**src/wrsc_pkg.sv**
```systemverilog
// shared constants for the watchdog, recovery and skew control block
package wrsc_pkg;

	// register offsets (command codes)
	localparam logic [7:0] WRSC_OFF_WD_RESET_CTL = 8'h00;
	localparam logic [7:0] WRSC_OFF_SKEW_CTL = 8'h01;
	localparam logic [7:0] WRSC_OFF_REC_N = 8'h02;
	localparam logic [7:0] WRSC_OFF_REC_M = 8'h03;
	localparam logic [7:0] WRSC_OFF_WD_CFG = 8'h04;
	localparam logic [7:0] WRSC_OFF_STRAP_SEL = 8'h05;
	localparam logic [7:0] WRSC_OFF_SEL_LOW = 8'h06;

	// watchdog_reset_control fields
	localparam int WRSC_BIT_PCI_DRIVE_STRENGTH_SEL = 6;
	localparam int WRSC_BIT_RST_WD = 4;
	localparam int WRSC_BIT_RST_FC = 3;
	localparam int WRSC_BIT_TO_FLAG = 2;
	localparam int WRSC_BIT_WD_RUN = 1;
	localparam logic [7:0] WRSC_WD_CTL_WMASK = 8'h5A;

	// output_skew_control fields
	localparam int WRSC_CPU_SHIFT_LSB = 5;
	localparam int WRSC_PCI_SHIFT_LSB = 2;
	localparam int WRSC_AGP_SHIFT_LSB = 0;
	localparam logic [7:0] WRSC_SKEW_WMASK = 8'hEF;

	// recovery_divider_m fields
	localparam int WRSC_BIT_REC_SRC = 7;

	// watchdog config fields
	localparam int WRSC_BIT_STRAP_OVR = 6;
	localparam int WRSC_TO_VAL_LSB = 1;
	localparam int WRSC_BIT_SCALE = 0;
	localparam logic [7:0] WRSC_WD_CFG_WMASK = 8'h7F;

	// reset values
	localparam logic [7:0] WRSC_RST_REG = 8'h00;

	// programmable cpu frequency range of the synthesiser
	localparam int WRSC_CPU_FREQ_MIN_MHZ = 50;
	localparam int WRSC_CPU_FREQ_MAX_MHZ = 248;

	// timing
	localparam int WRSC_CLK_HZ = 20000000;
	localparam int WRSC_UNIT_SHORT_MS = 150;
	localparam int WRSC_UNIT_LONG_MS = 2500;
	localparam int WRSC_RST_PULSE_US = 1000;
	localparam int WRSC_UNIT_SHORT_CYC = (WRSC_CLK_HZ / 1000) * WRSC_UNIT_SHORT_MS;
	localparam int WRSC_UNIT_LONG_CYC = (WRSC_CLK_HZ / 1000) * WRSC_UNIT_LONG_MS;
	localparam int WRSC_RST_PULSE_CYC = (WRSC_CLK_HZ / 1000000) * WRSC_RST_PULSE_US;

	// bus address of this device, value arbitrary
	localparam logic [6:0] WRSC_SMB_DEV_ADDR = 7'h34;

	// byte roles on the serial bus
	localparam logic [1:0] WRSC_KIND_ADDR = 2'h0;
	localparam logic [1:0] WRSC_KIND_CMD = 2'h1;
	localparam logic [1:0] WRSC_KIND_DATA = 2'h2;

endpackage

```
**src/wrsc_smbus_slave.sv**
```systemverilog
// serial management bus slave: pin sampling, byte framing, register access
`timescale 1ns/1ps
`default_nettype none
module wrsc_smbus_slave
	import wrsc_pkg::*;
#(
	parameter logic [6:0] DEV_ADDR = WRSC_SMB_DEV_ADDR
)(
	input wire logic clock,
	input wire logic resetn,
	input wire logic smb_clk,
	input wire logic smb_data_in,
	output logic smb_data_out,
	output logic smb_data_oe,
	output logic [7:0] reg_addr,
	output logic [7:0] wr_data,
	output logic wr_stb,
	input wire logic [7:0] rd_data
);

	typedef enum logic [2:0] {S_IDLE, S_RX, S_ACK, S_TX, S_TACK} wrsc_smb_e;

	logic [2:0] scl_s_q;
	logic [2:0] sda_s_q;
	logic scl_f_q;
	logic sda_f_q;
	logic scl_new;
	logic sda_new;
	logic scl_rise;
	logic scl_fall;
	logic start_c;
	logic stop_c;

	wrsc_smb_e st_q, st_d;
	logic [3:0] bit_q, bit_d;
	logic [7:0] sh_q, sh_d;
	logic [7:0] ptr_q, ptr_d;
	logic [1:0] kind_q, kind_d;
	logic rw_q, rw_d;
	logic oe_q, oe_d;
	logic wr_q, wr_d;

	// change counts once stages two and three agree
	always_comb
	begin
		scl_new = (scl_s_q[1] == scl_s_q[2]) ? scl_s_q[2] : scl_f_q;
		sda_new = (sda_s_q[1] == sda_s_q[2]) ? sda_s_q[2] : sda_f_q;
		scl_rise = scl_new & ~scl_f_q;
		scl_fall = ~scl_new & scl_f_q;
		start_c = scl_f_q & scl_new & sda_f_q & ~sda_new;
		stop_c = scl_f_q & scl_new & ~sda_f_q & sda_new;
	end

	always_ff @(posedge clock or negedge resetn)
	begin
		if (!resetn)
		begin
			scl_s_q <= 3'h7;
			sda_s_q <= 3'h7;
			scl_f_q <= 1'b1;
			sda_f_q <= 1'b1;
		end
		else
		begin
			scl_s_q <= {scl_s_q[1:0], smb_clk};
			sda_s_q <= {sda_s_q[1:0], smb_data_in};
			scl_f_q <= scl_new;
			sda_f_q <= sda_new;
		end
	end

	always_comb
	begin
		st_d = st_q;
		bit_d = bit_q;
		sh_d = sh_q;
		ptr_d = ptr_q;
		kind_d = kind_q;
		rw_d = rw_q;
		oe_d = oe_q;
		wr_d = 1'b0;
		if (start_c)
		begin
			st_d = S_RX;
			bit_d = 4'h0;
			kind_d = WRSC_KIND_ADDR;
			oe_d = 1'b0;
		end
		else if (stop_c)
		begin
			st_d = S_IDLE;
			oe_d = 1'b0;
		end
		else
		begin
			unique case (st_q)
				S_IDLE:
				begin
				end
				S_RX:
				begin
					if (scl_rise && bit_q != 4'h8)
					begin
						sh_d = {sh_q[6:0], sda_new};
						bit_d = bit_q + 4'h1;
					end
					else if (scl_fall && bit_q == 4'h8)
					begin
						st_d = S_ACK;
						oe_d = 1'b1;
						if (kind_q == WRSC_KIND_ADDR)
						begin
							rw_d = sh_q[0];
							if (sh_q[7:1] != DEV_ADDR)
							begin
								st_d = S_IDLE;
								oe_d = 1'b0;
							end
						end
						else if (kind_q == WRSC_KIND_CMD)
							ptr_d = sh_q;
						else
							wr_d = 1'b1;
					end
				end
				S_ACK:
				begin
					if (scl_fall)
					begin
						bit_d = 4'h0;
						if (kind_q == WRSC_KIND_ADDR && rw_q)
						begin
							sh_d = rd_data;
							oe_d = ~rd_data[7];
							bit_d = 4'h1;
							st_d = S_TX;
						end
						else
						begin
							oe_d = 1'b0;
							if (kind_q == WRSC_KIND_DATA)
								ptr_d = ptr_q + 8'h01;
							kind_d = (kind_q == WRSC_KIND_ADDR) ? WRSC_KIND_CMD : WRSC_KIND_DATA;
							st_d = S_RX;
						end
					end
				end
				S_TX:
				begin
					if (scl_fall)
					begin
						if (bit_q == 4'h8)
						begin
							oe_d = 1'b0;
							st_d = S_TACK;
						end
						else
						begin
							sh_d = {sh_q[6:0], 1'b0};
							oe_d = ~sh_q[6];
							bit_d = bit_q + 4'h1;
						end
					end
				end
				S_TACK:
				begin
					if (scl_rise)
					begin
						if (sda_new)
							st_d = S_IDLE;
						else
						begin
							ptr_d = ptr_q + 8'h01;
							bit_d = 4'h9;
						end
					end
					else if (scl_fall && bit_q == 4'h9)
					begin
						sh_d = rd_data;
						oe_d = ~rd_data[7];
						bit_d = 4'h1;
						st_d = S_TX;
					end
				end
			endcase
		end
	end

	always_ff @(posedge clock or negedge resetn)
	begin
		if (!resetn)
		begin
			st_q <= S_IDLE;
			bit_q <= 4'h0;
			sh_q <= 8'h00;
			ptr_q <= 8'h00;
			kind_q <= WRSC_KIND_ADDR;
			rw_q <= 1'b0;
			oe_q <= 1'b0;
			wr_q <= 1'b0;
		end
		else
		begin
			st_q <= st_d;
			bit_q <= bit_d;
			sh_q <= sh_d;
			ptr_q <= ptr_d;
			kind_q <= kind_d;
			rw_q <= rw_d;
			oe_q <= oe_d;
			wr_q <= wr_d;
		end
	end

	// open drain: the level driven is always low
	assign smb_data_out = 1'b0;
	assign smb_data_oe = oe_q;
	assign reg_addr = ptr_q;
	assign wr_data = sh_q;
	assign wr_stb = wr_q;

endmodule // wrsc_smbus_slave
`default_nettype wire

```
**src/wrsc_ctl.sv**
```systemverilog
// watchdog, reset pulse, recovery frequency and output skew control
`timescale 1ns/1ps
`default_nettype none
module wrsc_ctl
	import wrsc_pkg::*;
#(
	parameter int UNIT_SHORT_CYC = WRSC_UNIT_SHORT_CYC,
	parameter int UNIT_LONG_CYC = WRSC_UNIT_LONG_CYC,
	parameter int RST_PULSE_CYC = WRSC_RST_PULSE_CYC,
	parameter logic [6:0] DEV_ADDR = WRSC_SMB_DEV_ADDR
)(
	input wire logic clock,
	input wire logic resetn,
	input wire logic smb_clk,
	input wire logic smb_data_in,
	output logic smb_data_out,
	output logic smb_data_oe,
	input wire logic [4:0] strap_freq_code,
	output logic reset_out_n,
	output logic pci_drive_strength_sel,
	output logic [2:0] cpu_clock_shift,
	output logic [1:0] pci_clock_shift,
	output logic [1:0] agp_clock_shift,
	output logic [4:0] freq_ratio_code,
	output logic recovery_active,
	output logic recovery_source_select,
	output logic [7:0] recovery_n_value,
	output logic [6:0] recovery_m_value,
	output logic freq_change
);

	localparam int PW = $clog2(UNIT_LONG_CYC + 1);
	localparam int RW = $clog2(RST_PULSE_CYC + 1);
	localparam logic [PW-1:0] SHORT_LAST = PW'(UNIT_SHORT_CYC - 1);
	localparam logic [PW-1:0] LONG_LAST = PW'(UNIT_LONG_CYC - 1);
	localparam logic [RW-1:0] RST_LEN = RW'(RST_PULSE_CYC);

	typedef enum logic [1:0] {WD_IDLE, WD_ARMED, WD_COUNT} wrsc_wd_e;

	logic [7:0] reg_addr;
	logic [7:0] wr_data;
	logic wr_stb;
	logic [7:0] rd_data;

	logic [7:0] ctl_q, ctl_d;
	logic [7:0] skew_q, skew_d;
	logic [7:0] rec_n_q, rec_n_d;
	logic [7:0] rec_m_q, rec_m_d;
	logic [7:0] wdcfg_q, wdcfg_d;
	logic [4:0] sel_q, sel_d;

	logic [4:0] strap_s0_q, strap_s1_q, strap_s2_q;
	logic [4:0] strap_lat_q, strap_lat_d;
	logic [2:0] strap_age_q, strap_age_d;

	wrsc_wd_e wd_q, wd_d;
	logic [5:0] cnt_q, cnt_d;
	logic [PW-1:0] pre_q, pre_d;
	logic timeout_c;
	logic nm_write_c;
	logic [5:0] reload_c;

	logic [RW-1:0] rst_cnt_q, rst_cnt_d;
	logic rst_n_q, rst_n_d;
	logic recov_q, recov_d;
	logic chg_q, chg_d;
	logic [4:0] ratio_q, ratio_d;

	function automatic logic hit(input logic stb, input logic [7:0] a, input logic [7:0] off);
		hit = stb && (a == off);
	endfunction

	wrsc_smbus_slave #(
		.DEV_ADDR(DEV_ADDR)
	) u_smb (
		.clock(clock),
		.resetn(resetn),
		.smb_clk(smb_clk),
		.smb_data_in(smb_data_in),
		.smb_data_out(smb_data_out),
		.smb_data_oe(smb_data_oe),
		.reg_addr(reg_addr),
		.wr_data(wr_data),
		.wr_stb(wr_stb),
		.rd_data(rd_data)
	);

	// register read-back; unmapped and reserved bits read zero
	always_comb
	begin
		unique case (reg_addr)
			WRSC_OFF_WD_RESET_CTL: rd_data = ctl_q & (WRSC_WD_CTL_WMASK | 8'h04);
			WRSC_OFF_SKEW_CTL: rd_data = skew_q & WRSC_SKEW_WMASK;
			WRSC_OFF_REC_N: rd_data = rec_n_q;
			WRSC_OFF_REC_M: rd_data = rec_m_q;
			WRSC_OFF_WD_CFG: rd_data = wdcfg_q & WRSC_WD_CFG_WMASK;
			WRSC_OFF_STRAP_SEL: rd_data = {strap_lat_q, 2'b00, sel_q[4]};
			WRSC_OFF_SEL_LOW: rd_data = {4'h0, sel_q[3:0]};
			default: rd_data = 8'h00;
		endcase
	end

	// register writes
	always_comb
	begin
		ctl_d = ctl_q;
		skew_d = skew_q;
		rec_n_d = rec_n_q;
		rec_m_d = rec_m_q;
		wdcfg_d = wdcfg_q;
		sel_d = sel_q;
		if (hit(wr_stb, reg_addr, WRSC_OFF_WD_RESET_CTL))
		begin
			ctl_d = (ctl_q & ~WRSC_WD_CTL_WMASK) | (wr_data & WRSC_WD_CTL_WMASK);
			if (wr_data[WRSC_BIT_TO_FLAG])
				ctl_d[WRSC_BIT_TO_FLAG] = 1'b0;
		end
		// a timeout in the clearing cycle still sets the flag
		if (timeout_c)
			ctl_d[WRSC_BIT_TO_FLAG] = 1'b1;
		if (hit(wr_stb, reg_addr, WRSC_OFF_SKEW_CTL))
			skew_d = wr_data & WRSC_SKEW_WMASK;
		if (hit(wr_stb, reg_addr, WRSC_OFF_REC_N))
			rec_n_d = wr_data;
		if (hit(wr_stb, reg_addr, WRSC_OFF_REC_M))
			rec_m_d = wr_data;
		if (hit(wr_stb, reg_addr, WRSC_OFF_WD_CFG))
			wdcfg_d = wr_data & WRSC_WD_CFG_WMASK;
		if (hit(wr_stb, reg_addr, WRSC_OFF_STRAP_SEL))
			sel_d[4] = wr_data[0];
		if (hit(wr_stb, reg_addr, WRSC_OFF_SEL_LOW))
			sel_d[3:0] = wr_data[3:0];
	end

	always_ff @(posedge clock or negedge resetn)
	begin
		if (!resetn)
		begin
			ctl_q <= WRSC_RST_REG;
			skew_q <= WRSC_RST_REG;
			rec_n_q <= WRSC_RST_REG;
			rec_m_q <= WRSC_RST_REG;
			wdcfg_q <= WRSC_RST_REG;
			sel_q <= 5'h00;
		end
		else
		begin
			ctl_q <= ctl_d;
			skew_q <= skew_d;
			rec_n_q <= rec_n_d;
			rec_m_q <= rec_m_d;
			wdcfg_q <= wdcfg_d;
			sel_q <= sel_d;
		end
	end

	// strap pins are caught once, after reset release
	always_comb
	begin
		strap_lat_d = strap_lat_q;
		strap_age_d = strap_age_q;
		// wait until stage three holds a pin sample, then latch once
		if (strap_age_q < 3'h3)
			strap_age_d = strap_age_q + 3'h1;
		else if (strap_age_q == 3'h3 && strap_s1_q == strap_s2_q)
		begin
			strap_lat_d = strap_s2_q;
			strap_age_d = 3'h4;
		end
	end

	always_ff @(posedge clock or negedge resetn)
	begin
		if (!resetn)
		begin
			strap_s0_q <= 5'h00;
			strap_s1_q <= 5'h00;
			strap_s2_q <= 5'h00;
			strap_lat_q <= 5'h00;
			strap_age_q <= 3'h0;
		end
		else
		begin
			strap_s0_q <= strap_freq_code;
			strap_s1_q <= strap_s0_q;
			strap_s2_q <= strap_s1_q;
			strap_lat_q <= strap_lat_d;
			strap_age_q <= strap_age_d;
		end
	end

	// watchdog
	always_comb
	begin
		nm_write_c = hit(wr_stb, reg_addr, WRSC_OFF_REC_N) ||
			hit(wr_stb, reg_addr, WRSC_OFF_REC_M);
		reload_c = {1'b0, wdcfg_q[WRSC_TO_VAL_LSB +: 5]} + 6'h01;
		wd_d = wd_q;
		cnt_d = cnt_q;
		pre_d = pre_q;
		timeout_c = 1'b0;
		if (!ctl_q[WRSC_BIT_WD_RUN])
		begin
			wd_d = WD_IDLE;
			cnt_d = reload_c;
			pre_d = '0;
		end
		else
		begin
			unique case (wd_q)
				WD_IDLE: wd_d = WD_ARMED;
				WD_ARMED:
				begin
					cnt_d = reload_c;
					pre_d = '0;
					if (nm_write_c)
						wd_d = WD_COUNT;
				end
				WD_COUNT:
				begin
					if (nm_write_c)
					begin
						cnt_d = reload_c;
						pre_d = '0;
					end
					else if (pre_q == (wdcfg_q[WRSC_BIT_SCALE] ? LONG_LAST : SHORT_LAST))
					begin
						pre_d = '0;
						cnt_d = cnt_q - 6'h01;
						if (cnt_q == 6'h01)
						begin
							timeout_c = 1'b1;
							wd_d = WD_ARMED;
						end
					end
					else
						pre_d = pre_q + PW'(1);
				end
			endcase
		end
	end

	always_ff @(posedge clock or negedge resetn)
	begin
		if (!resetn)
		begin
			wd_q <= WD_IDLE;
			cnt_q <= 6'h00;
			pre_q <= '0;
		end
		else
		begin
			wd_q <= wd_d;
			cnt_q <= cnt_d;
			pre_q <= pre_d;
		end
	end

	// reset pulse, recovery switch and frequency selection
	always_comb
	begin
		rst_cnt_d = rst_cnt_q;
		recov_d = recov_q;
		chg_d = nm_write_c || timeout_c;
		if (timeout_c)
			recov_d = 1'b1;
		else if (hit(wr_stb, reg_addr, WRSC_OFF_WD_RESET_CTL) && wr_data[WRSC_BIT_TO_FLAG])
			recov_d = 1'b0;
		if ((timeout_c && ctl_q[WRSC_BIT_RST_WD]) ||
			(chg_d && ctl_q[WRSC_BIT_RST_FC]))
			rst_cnt_d = RST_LEN;
		else if (rst_cnt_q != '0)
			rst_cnt_d = rst_cnt_q - RW'(1);
		rst_n_d = (rst_cnt_d == '0);
		if (recov_d && !rec_m_q[WRSC_BIT_REC_SRC])
			ratio_d = strap_lat_q;
		else
			ratio_d = wdcfg_q[WRSC_BIT_STRAP_OVR] ? sel_q : strap_lat_q;
	end

	always_ff @(posedge clock or negedge resetn)
	begin
		if (!resetn)
		begin
			rst_cnt_q <= '0;
			rst_n_q <= 1'b1;
			recov_q <= 1'b0;
			chg_q <= 1'b0;
			ratio_q <= 5'h00;
		end
		else
		begin
			rst_cnt_q <= rst_cnt_d;
			rst_n_q <= rst_n_d;
			recov_q <= recov_d;
			chg_q <= chg_d;
			ratio_q <= ratio_d;
		end
	end

	assign reset_out_n = rst_n_q;
	assign pci_drive_strength_sel = ctl_q[WRSC_BIT_PCI_DRIVE_STRENGTH_SEL];
	assign cpu_clock_shift = skew_q[WRSC_CPU_SHIFT_LSB +: 3];
	assign pci_clock_shift = skew_q[WRSC_PCI_SHIFT_LSB +: 2];
	assign agp_clock_shift = skew_q[WRSC_AGP_SHIFT_LSB +: 2];
	assign freq_ratio_code = ratio_q;
	assign recovery_active = recov_q;
	assign recovery_source_select = rec_m_q[WRSC_BIT_REC_SRC];
	// divider words pass unchanged to the synthesiser covering 50 to 248 MHz
	assign recovery_n_value = rec_n_q;
	assign recovery_m_value = rec_m_q[6:0];
	assign freq_change = chg_q;

endmodule // wrsc_ctl
`default_nettype wire

```
**config.mk**
```make
export PLATFORM = sky130hd
export DESIGN_NAME = wrsc_ctl
export DESIGN_NICKNAME = d
export VERILOG_FILES = /design/src/wrsc_pkg.sv /design/src/wrsc_smbus_slave.sv /design/src/wrsc_ctl.sv
export SDC_FILE = /design/constraint.sdc
export NUM_CORES = 1
export LEC_CHECK = 0
export BUFFER_PORTS_ARGS = -buffer_cell sky130_fd_sc_hd__buf_2
export CAP_MARGIN = 15
export CELL_PAD_IN_SITES_DETAIL_PLACEMENT = 1
export CELL_PAD_IN_SITES_GLOBAL_PLACEMENT = 2
export CORE_MARGIN = 4
export CORE_UTILIZATION = 44
export DETAILED_ROUTE_END_ITERATION = 16
export PLACE_DENSITY_LB_ADDON = 0.1
export SLEW_MARGIN = 25
export SYNTH_ARGS = -nofsm -noshare
export SYNTH_HDL_FRONTEND = slang
export SYNTH_SLANG_ARGS = --single-unit
```
**constraint.sdc**
```tcl
create_clock -name clock -period 7.42 [get_ports clock]
set_clock_uncertainty 0.05 [all_clocks]
set_input_delay 0.742 -clock clock [delete_from_list [all_inputs] [get_ports clock]]
set_output_delay 0.742 -clock clock [all_outputs]
set_load 0.02 [all_outputs]
```
## After elaboration in Yosys (flattened, before gate mapping)

Cells that the tools add are included.

- Register bits after elaboration: 159
- Output and inout port bits: 34

- $add $sub $neg: 7
- Order comparisons: 1
- Equal/unequal tests: 62
- Mux-type cells: 103
- Bitwise operators: 18
- Reductions and logical operators: 43

Operators by type and width:

| cell | number |
|---|---|
| $mux W8 | 16 |
| $mux W26 | 4 |
| $pmux W8 S7 | 1 |
| $pmux W26 S2 | 1 |
| $mux W3 | 14 |
| $mux W4 | 9 |
| $pmux W8 S4 | 1 |
| $mux W1 | 31 |
| $mux W15 | 2 |
| $add A26 B1 Y26 const B | 1 |
| $eq A26 B26 Y1 | 1 |
| $mux W2 | 13 |
| $eq A8 B3 Y1 const B | 3 |
| $ne A4 B1 Y1 const B | 6 |
| $pmux W8 S3 | 1 |
| $ne A2 B1 Y1 const B | 11 |
| $mux W6 | 3 |
| $eq A8 B2 Y1 const B | 2 |
| $logic_and A1 B1 Y1 | 16 |
| $ne A4 B4 Y1 const B | 4 |
| $pmux W4 S4 | 1 |
| $reduce_and A8 Y1 | 2 |
| $logic_not A15 Y1 | 1 |
| $reduce_bool A15 Y1 | 1 |
| 48 further kinds | 89 |

## Logic depth before layout (Yosys ltp)

- Word-level depth: 11
- Gate-level depth with buffers: 9

## Cells and area by module

Synthesis repeated with hierarchy kept, for this count alone.

- Cells, all modules: 771
- Area total of the unflattened synthesis: 8,020.2 µm²

Modules (own cells, without submodules):

| module | times used | cells an instance | area an instance (µm²) | sequential area each (µm²) |
|---|---|---|---|---|
| wrsc_ctl | 1 | 536 | 5,856.9 | 3,004.1 |
| wrsc_smbus_slave | 1 | 235 | 2,163.3 | 910.9 |

## Least setup slack after synthesis

No wires, ideal clock.

- Kind: register -> register
- Start: register rst_cnt_q[3]
- End: register rst_n_q (netlist: reset_out_n)
- Arrival: 2.415 ns
- Setup slack: 4.874 ns
- Cell stages (with the launch flop): 7
- Cell sequence: dfrtp_1 > or4_1 > or3_1 > nor4_1 > xor2_1 > or4_1 > nor3_1

- Cells in the longest elaborated chain, start to end: 4
- Elaborated cells between the ends (all ways): 5
- Those cells by class: 1 x add/sub; 2 x mux; 2 x reduce/logical

RTL lines:

| element | line | text |
|---|---|---|
| from (decl) | wrsc_ctl.sv:63 | `logic [RW-1:0] rst_cnt_q, rst_cnt_d;` |
| from (signal assigned) | wrsc_ctl.sv:293 | `rst_cnt_q <= rst_cnt_d;` |
| $sub A15 B1 Y15 or $reduce_bool A15 Y1 (tied branches) | wrsc_ctl.sv:273, wrsc_ctl.sv:272 |  |
| $mux W15 (*) | wrsc_ctl.sv:272 | `else if (rst_cnt_q != '0)` |
| $mux W15 (*) | wrsc_ctl.sv:269 | `if ((timeout_c && ctl_q[WRSC_BIT_RST_WD]) \|\|` |
| $logic_not A15 Y1 (*) | wrsc_ctl.sv:274 | `rst_n_d = (rst_cnt_d == '0);` |
| via rst_n_d | wrsc_ctl.sv:64 | `logic rst_n_q, rst_n_d;` |
| to (signal assigned) | wrsc_ctl.sv:294 | `rst_n_q <= rst_n_d;` |
| to (decl) | wrsc_ctl.sv:64 |  |

The timed path passes the listed nets; every way through them passes the cells marked *.
A chain may end at the register's enable or synchronous reset.

## Worst setup path in the final report

- Start: register u_smb.ptr_q[0] (netlist: u_smb.reg_addr[0])
- End: register ratio_q[0] (netlist: freq_ratio_code[0])

- Cells in the longest elaborated chain, start to end: 9
- Elaborated cells between the ends (all ways): 15
- Those cells by class: 2 x eq/ne; 6 x mux; 7 x reduce/logical

RTL lines:

| element | line | text |
|---|---|---|
| from (decl) | wrsc_smbus_slave.sv:37 | `logic [7:0] ptr_q, ptr_d;` |
| from (signal assigned) | wrsc_smbus_slave.sv:207 | `ptr_q <= ptr_d;` |
| $eq A8 B2 Y1 | wrsc_ctl.sv:70 | `hit = stb && (a == off);` |
| $logic_and A1 B1 Y1 | wrsc_ctl.sv:70 |  |
| $logic_or A1 B1 Y1 | wrsc_ctl.sv:195 | `nm_write_c = hit(wr_stb, reg_addr, WRSC_OFF_REC_N) \|\|` |
| $mux W1 | wrsc_ctl.sv:221 | `if (nm_write_c)` |
| $mux W1 | wrsc_ctl.sv:210 | `unique case (wd_q)` |
| $mux W1 | wrsc_ctl.sv:202 | `if (!ctl_q[WRSC_BIT_WD_RUN])` |
| $mux W1 (*) | wrsc_ctl.sv:265 | `if (timeout_c)` |
| $logic_and A1 B1 Y1 (*) | wrsc_ctl.sv:275 | `if (recov_d && !rec_m_q[WRSC_BIT_REC_SRC])` |
| $mux W5 (*) | wrsc_ctl.sv:275 |  |
| via ratio_d[0] | wrsc_ctl.sv:67 | `logic [4:0] ratio_q, ratio_d;` |
| to (signal assigned) | wrsc_ctl.sv:297 | `ratio_q <= ratio_d;` |
| to (decl) | wrsc_ctl.sv:67 |  |

Marks and branches as above.

==> impl_metrics.env <==
export IMPL_insertion_delay_ns=0.44
export IMPL_top_usage_layer="met2"
export IMPL_dp_hpwl_um=14600
export IMPL_avgViaCountPerCell=5.96
export IMPL_antenna_found_initial=0
export IMPL_maxSlewViolCount=0
export IMPL_wl_um=20800
export IMPL_fmax_ghz=0.299
export IMPL_die_width_um=142
export IMPL_peakVddDrop_mv=0.157
export IMPL_max_cap_violations=0
export IMPL_drive_gt1_share_pct=19.8
export IMPL_cp_endpoint="freq_ratio_code[0]$_DFF_PN0_"
export IMPL_syn2layout_area_growth_pct=13.1
export IMPL_setup_viol=0
export IMPL_drtPass1Iterations=5
export IMPL_layout_setup_ws_ns=4.07
export IMPL_final_hold_viol_count=0
export IMPL_timing_reg2reg_setup_slack_ns=4.07
export IMPL_htreeDepth=4
export IMPL_avgSynthCellArea_sq_um=10.4
export IMPL_die_height_um=142
export IMPL_rr_endpoint="freq_ratio_code[0]$_DFF_PN0_"
export IMPL_ios=43
export IMPL_start_util_pct=45.1
export IMPL_die_area_sq_mm=0.0201
export IMPL_rows=48
export IMPL_grt_pass1_vias=6362
export IMPL_seq_area_frac_synth_pct=49.8
export IMPL_routabilityCongestion=0.846
export IMPL_power_density_mw_per_mm2=231
export IMPL_outcome="complete, no violations"
export IMPL_diodes=0
export IMPL_cts_sinks=156
export IMPL_timing_final_crit_share_pct=45.1
export IMPL_cts_root_buf="clkbuf_16"
export IMPL_cts_setup_buffers=0
export IMPL_p_leak_nw=4.03
export IMPL_hp_class="in -> async"
export IMPL_grtUsageTotal_pct=21.7
export IMPL_async_flop_share_pct=100
export IMPL_max_slew_worst_pin_slew_ns=1.01
export IMPL_ant_nets=0
export IMPL_drc=0
export IMPL_min_period_ns=3.35
export IMPL_slew_headroom_pct=32.5
export IMPL_vias=6095
export IMPL_path_max_fanout=18
export IMPL_met3_usage_pct=3.81
export IMPL_fin_nets=807
export IMPL_synth_warnings=0
export IMPL_cp_end_kind="register"
export IMPL_core_sq_mm=0.0174
export IMPL_finalPower_mw=2.06
export IMPL_cts_tree="built"
export IMPL_synth_area_sq_mm=0.00786
export IMPL_synth_edff_count=0
export IMPL_synthCells=754
export IMPL_port_buffers=41
export IMPL_setup_tns_ns=0
export IMPL_required_ns=7.69
export IMPL_drt_iter0_drc=473
export IMPL_post_cts_resized=0
export IMPL_grt_util_met2_pct=35.5
export IMPL_rr_worst_depth=7
export IMPL_met1_usage_pct=29.6
export IMPL_grt_pass1_wl_um=34600
export IMPL_cts_buffers=17
export IMPL_path_clk_slew_ns=0.07
export IMPL_crit_path_start="u_smb.reg_addr[0]$_DFFE_PN0P_"
export IMPL_routedWlPerCell_um=20.4
export IMPL_synth_fp_nets=777
export IMPL_timing_rr_start="u_smb.reg_addr[0]$_DFFE_PN0P_"
export IMPL_grt_ovfl_total=0
export IMPL_cts_buffer_depth=2
export IMPL_critPathLaunchType="register"
export IMPL_synth_ff_type="dfrtp_1"
export IMPL_ys_types=79
export IMPL_pre_cts_ws_ns=4.17
export IMPL_critPathKind="reg -> reg"
export IMPL_cts_hold_buf=0
export IMPL_grt_max_degree=80
export IMPL_rsz0062_at_grt="false"
export IMPL_crit_arrival_ns=3.62
export IMPL_ys_ff_latch=156
==> stage by stage <==
stage	hold WS (ns)	area, sq um	std cells	util (%)
finish	0.290	8890	1022	51.0
global route	0.318	8890	1022	51.0
CTS	0.308	8880	1022	51.0
detailed placement	0.290	8230	990	47.3
global placement	0.283	8230	990	47.3
floorplan	0.281	7860	754	-
==> cells by family after synthesis <==
| family | synth area share, % |
|---|---|
| buffers and inverters | 2.60 |
| XOR/XNOR | 3.79 |
| AND/OR/NAND/NOR | 18.0 |
| other | 0.0477 |
| AO/OA/AOI/OAI | 15.4 |
| adder cells (fa/ha/maj) | 2.48 |
| multiplexers | 7.87 |
| flip-flops | 49.8 |
==> Yosys cell counts (all sizes together) (8+ instances only) <==
master | instances | area share (%)
and3 | 12 | 0.96
nand4 | 17 | 1.4
xor2 | 26 | 2.9
mux2 | 54 | 7.7
a21oi | 38 | 2.5
a31oi | 8 | 0.64
o21ai | 51 | 3.2
buf | 8 | 0.59
or4 | 8 | 0.76
nor2 | 53 | 2.6
xnor2 | 8 | 0.89
ha | 14 | 2.2
inv | 17 | 0.81
clkbuf | 25 | 1.2
nand3 | 26 | 1.7
and2 | 8 | 0.64
dfstp | 9 | 3.0
dfrtp | 147 | 47
or3 | 8 | 0.64
nand2b | 13 | 1.0
nand2 | 59 | 2.8
nor3 | 12 | 0.89
==> worst min path at each step <==
stage	start	to	slack (ns)	cells past startpoint
after detailed placement	strap_s0_q[4]$_DFF_PN0_	strap_s1_q[4]$_DFF_PN0_	0.29	0
after global placement	strap_s0_q[4]$_DFF_PN0_	strap_s1_q[4]$_DFF_PN0_	0.28	0
after global routing	strap_s0_q[4]$_DFF_PN0_	strap_s1_q[4]$_DFF_PN0_	0.32	0
after floorplan	strap_s0_q[0]$_DFF_PN0_	strap_s1_q[0]$_DFF_PN0_	0.28	0
final	resetn	pre_q[23]$_DFFE_PN0P_	0.29	1
after CTS	resetn	strap_age_q[1]$_DFFE_PN0P_	0.31	1
==> layer usage <==
layer  vias to the layer above  part of all wire (%)
met5                         -                     0
met4                         0                   1.6
met3                        28                   3.0
met2                       112                    49
met1                      3120                    47
li1                       2835                     -
==> flip-flops by register name (all words and copies together) (netlist names), 6 cells and up <==
register,flops
wdcfg_q,7
u_smb.wr_data,8
cnt_q,6
u_smb.reg_addr,8
rst_cnt_q,15
pre_q,26
skew_q,7
rec_m_q,8
recovery_n_value,8
==> where the power goes <==
group | switching, mW | internal, mW
Sequential | 0.0929 | 0.897
Clock | 0.446 | 0.465
Combinational | 0.0899 | 0.0657
Total | 0.629 | 1.43
==> area by class of cell <==
class                      count  area (sq um)
timing repair buffer          44           238
sequential                   156          3920
fill                        1907          8530
inverter                      17          63.8
clock buffer                  17           425
multi-input combinational    548          3740
clock inverter                15           221
tap                          225           282
==> worst max-delay path, stage by stage (launching register included) <==
cell and delay (ns):
dfrtp_1 0.43, inv_1 0.11, ha_1 0.39, o211ai_1 0.40
nor3b_2 0.89, and3_1 0.38, a21oi_1 0.24, mux2_2 0.34
==> cells in the final DEF (no fill, tap or decap), types with 4 or more instances in the layout <==
cell type,instances
or3_1,8
a22o_1,4
o31ai_1,5
or4_1,8
a21oi_1,37
or2_2,4
nand3_1,26
xnor2_1,8
nor4_1,6
xor2_1,26
a31oi_1,8
nand3b_1,4
o211ai_1,7
a222oi_1,6
a22oi_1,7
a21o_1,6
and3_1,12
a211oi_1,5
inv_1,17
nand2_1,59
o22ai_1,4
dfstp_2,9
clkbuf_16,17
clkinv_8,11
o21a_1,6
nor3b_1,6
buf_2,40
nand4_1,17
nor2b_1,5
ha_1,14
o21ai_0,51
nor3_1,10
nor2_1,52
mux2_2,54
nand2b_1,13
and2_1,7
a21boi_0,4
dfrtp_1,147
(Power assumes the default switching activity.)
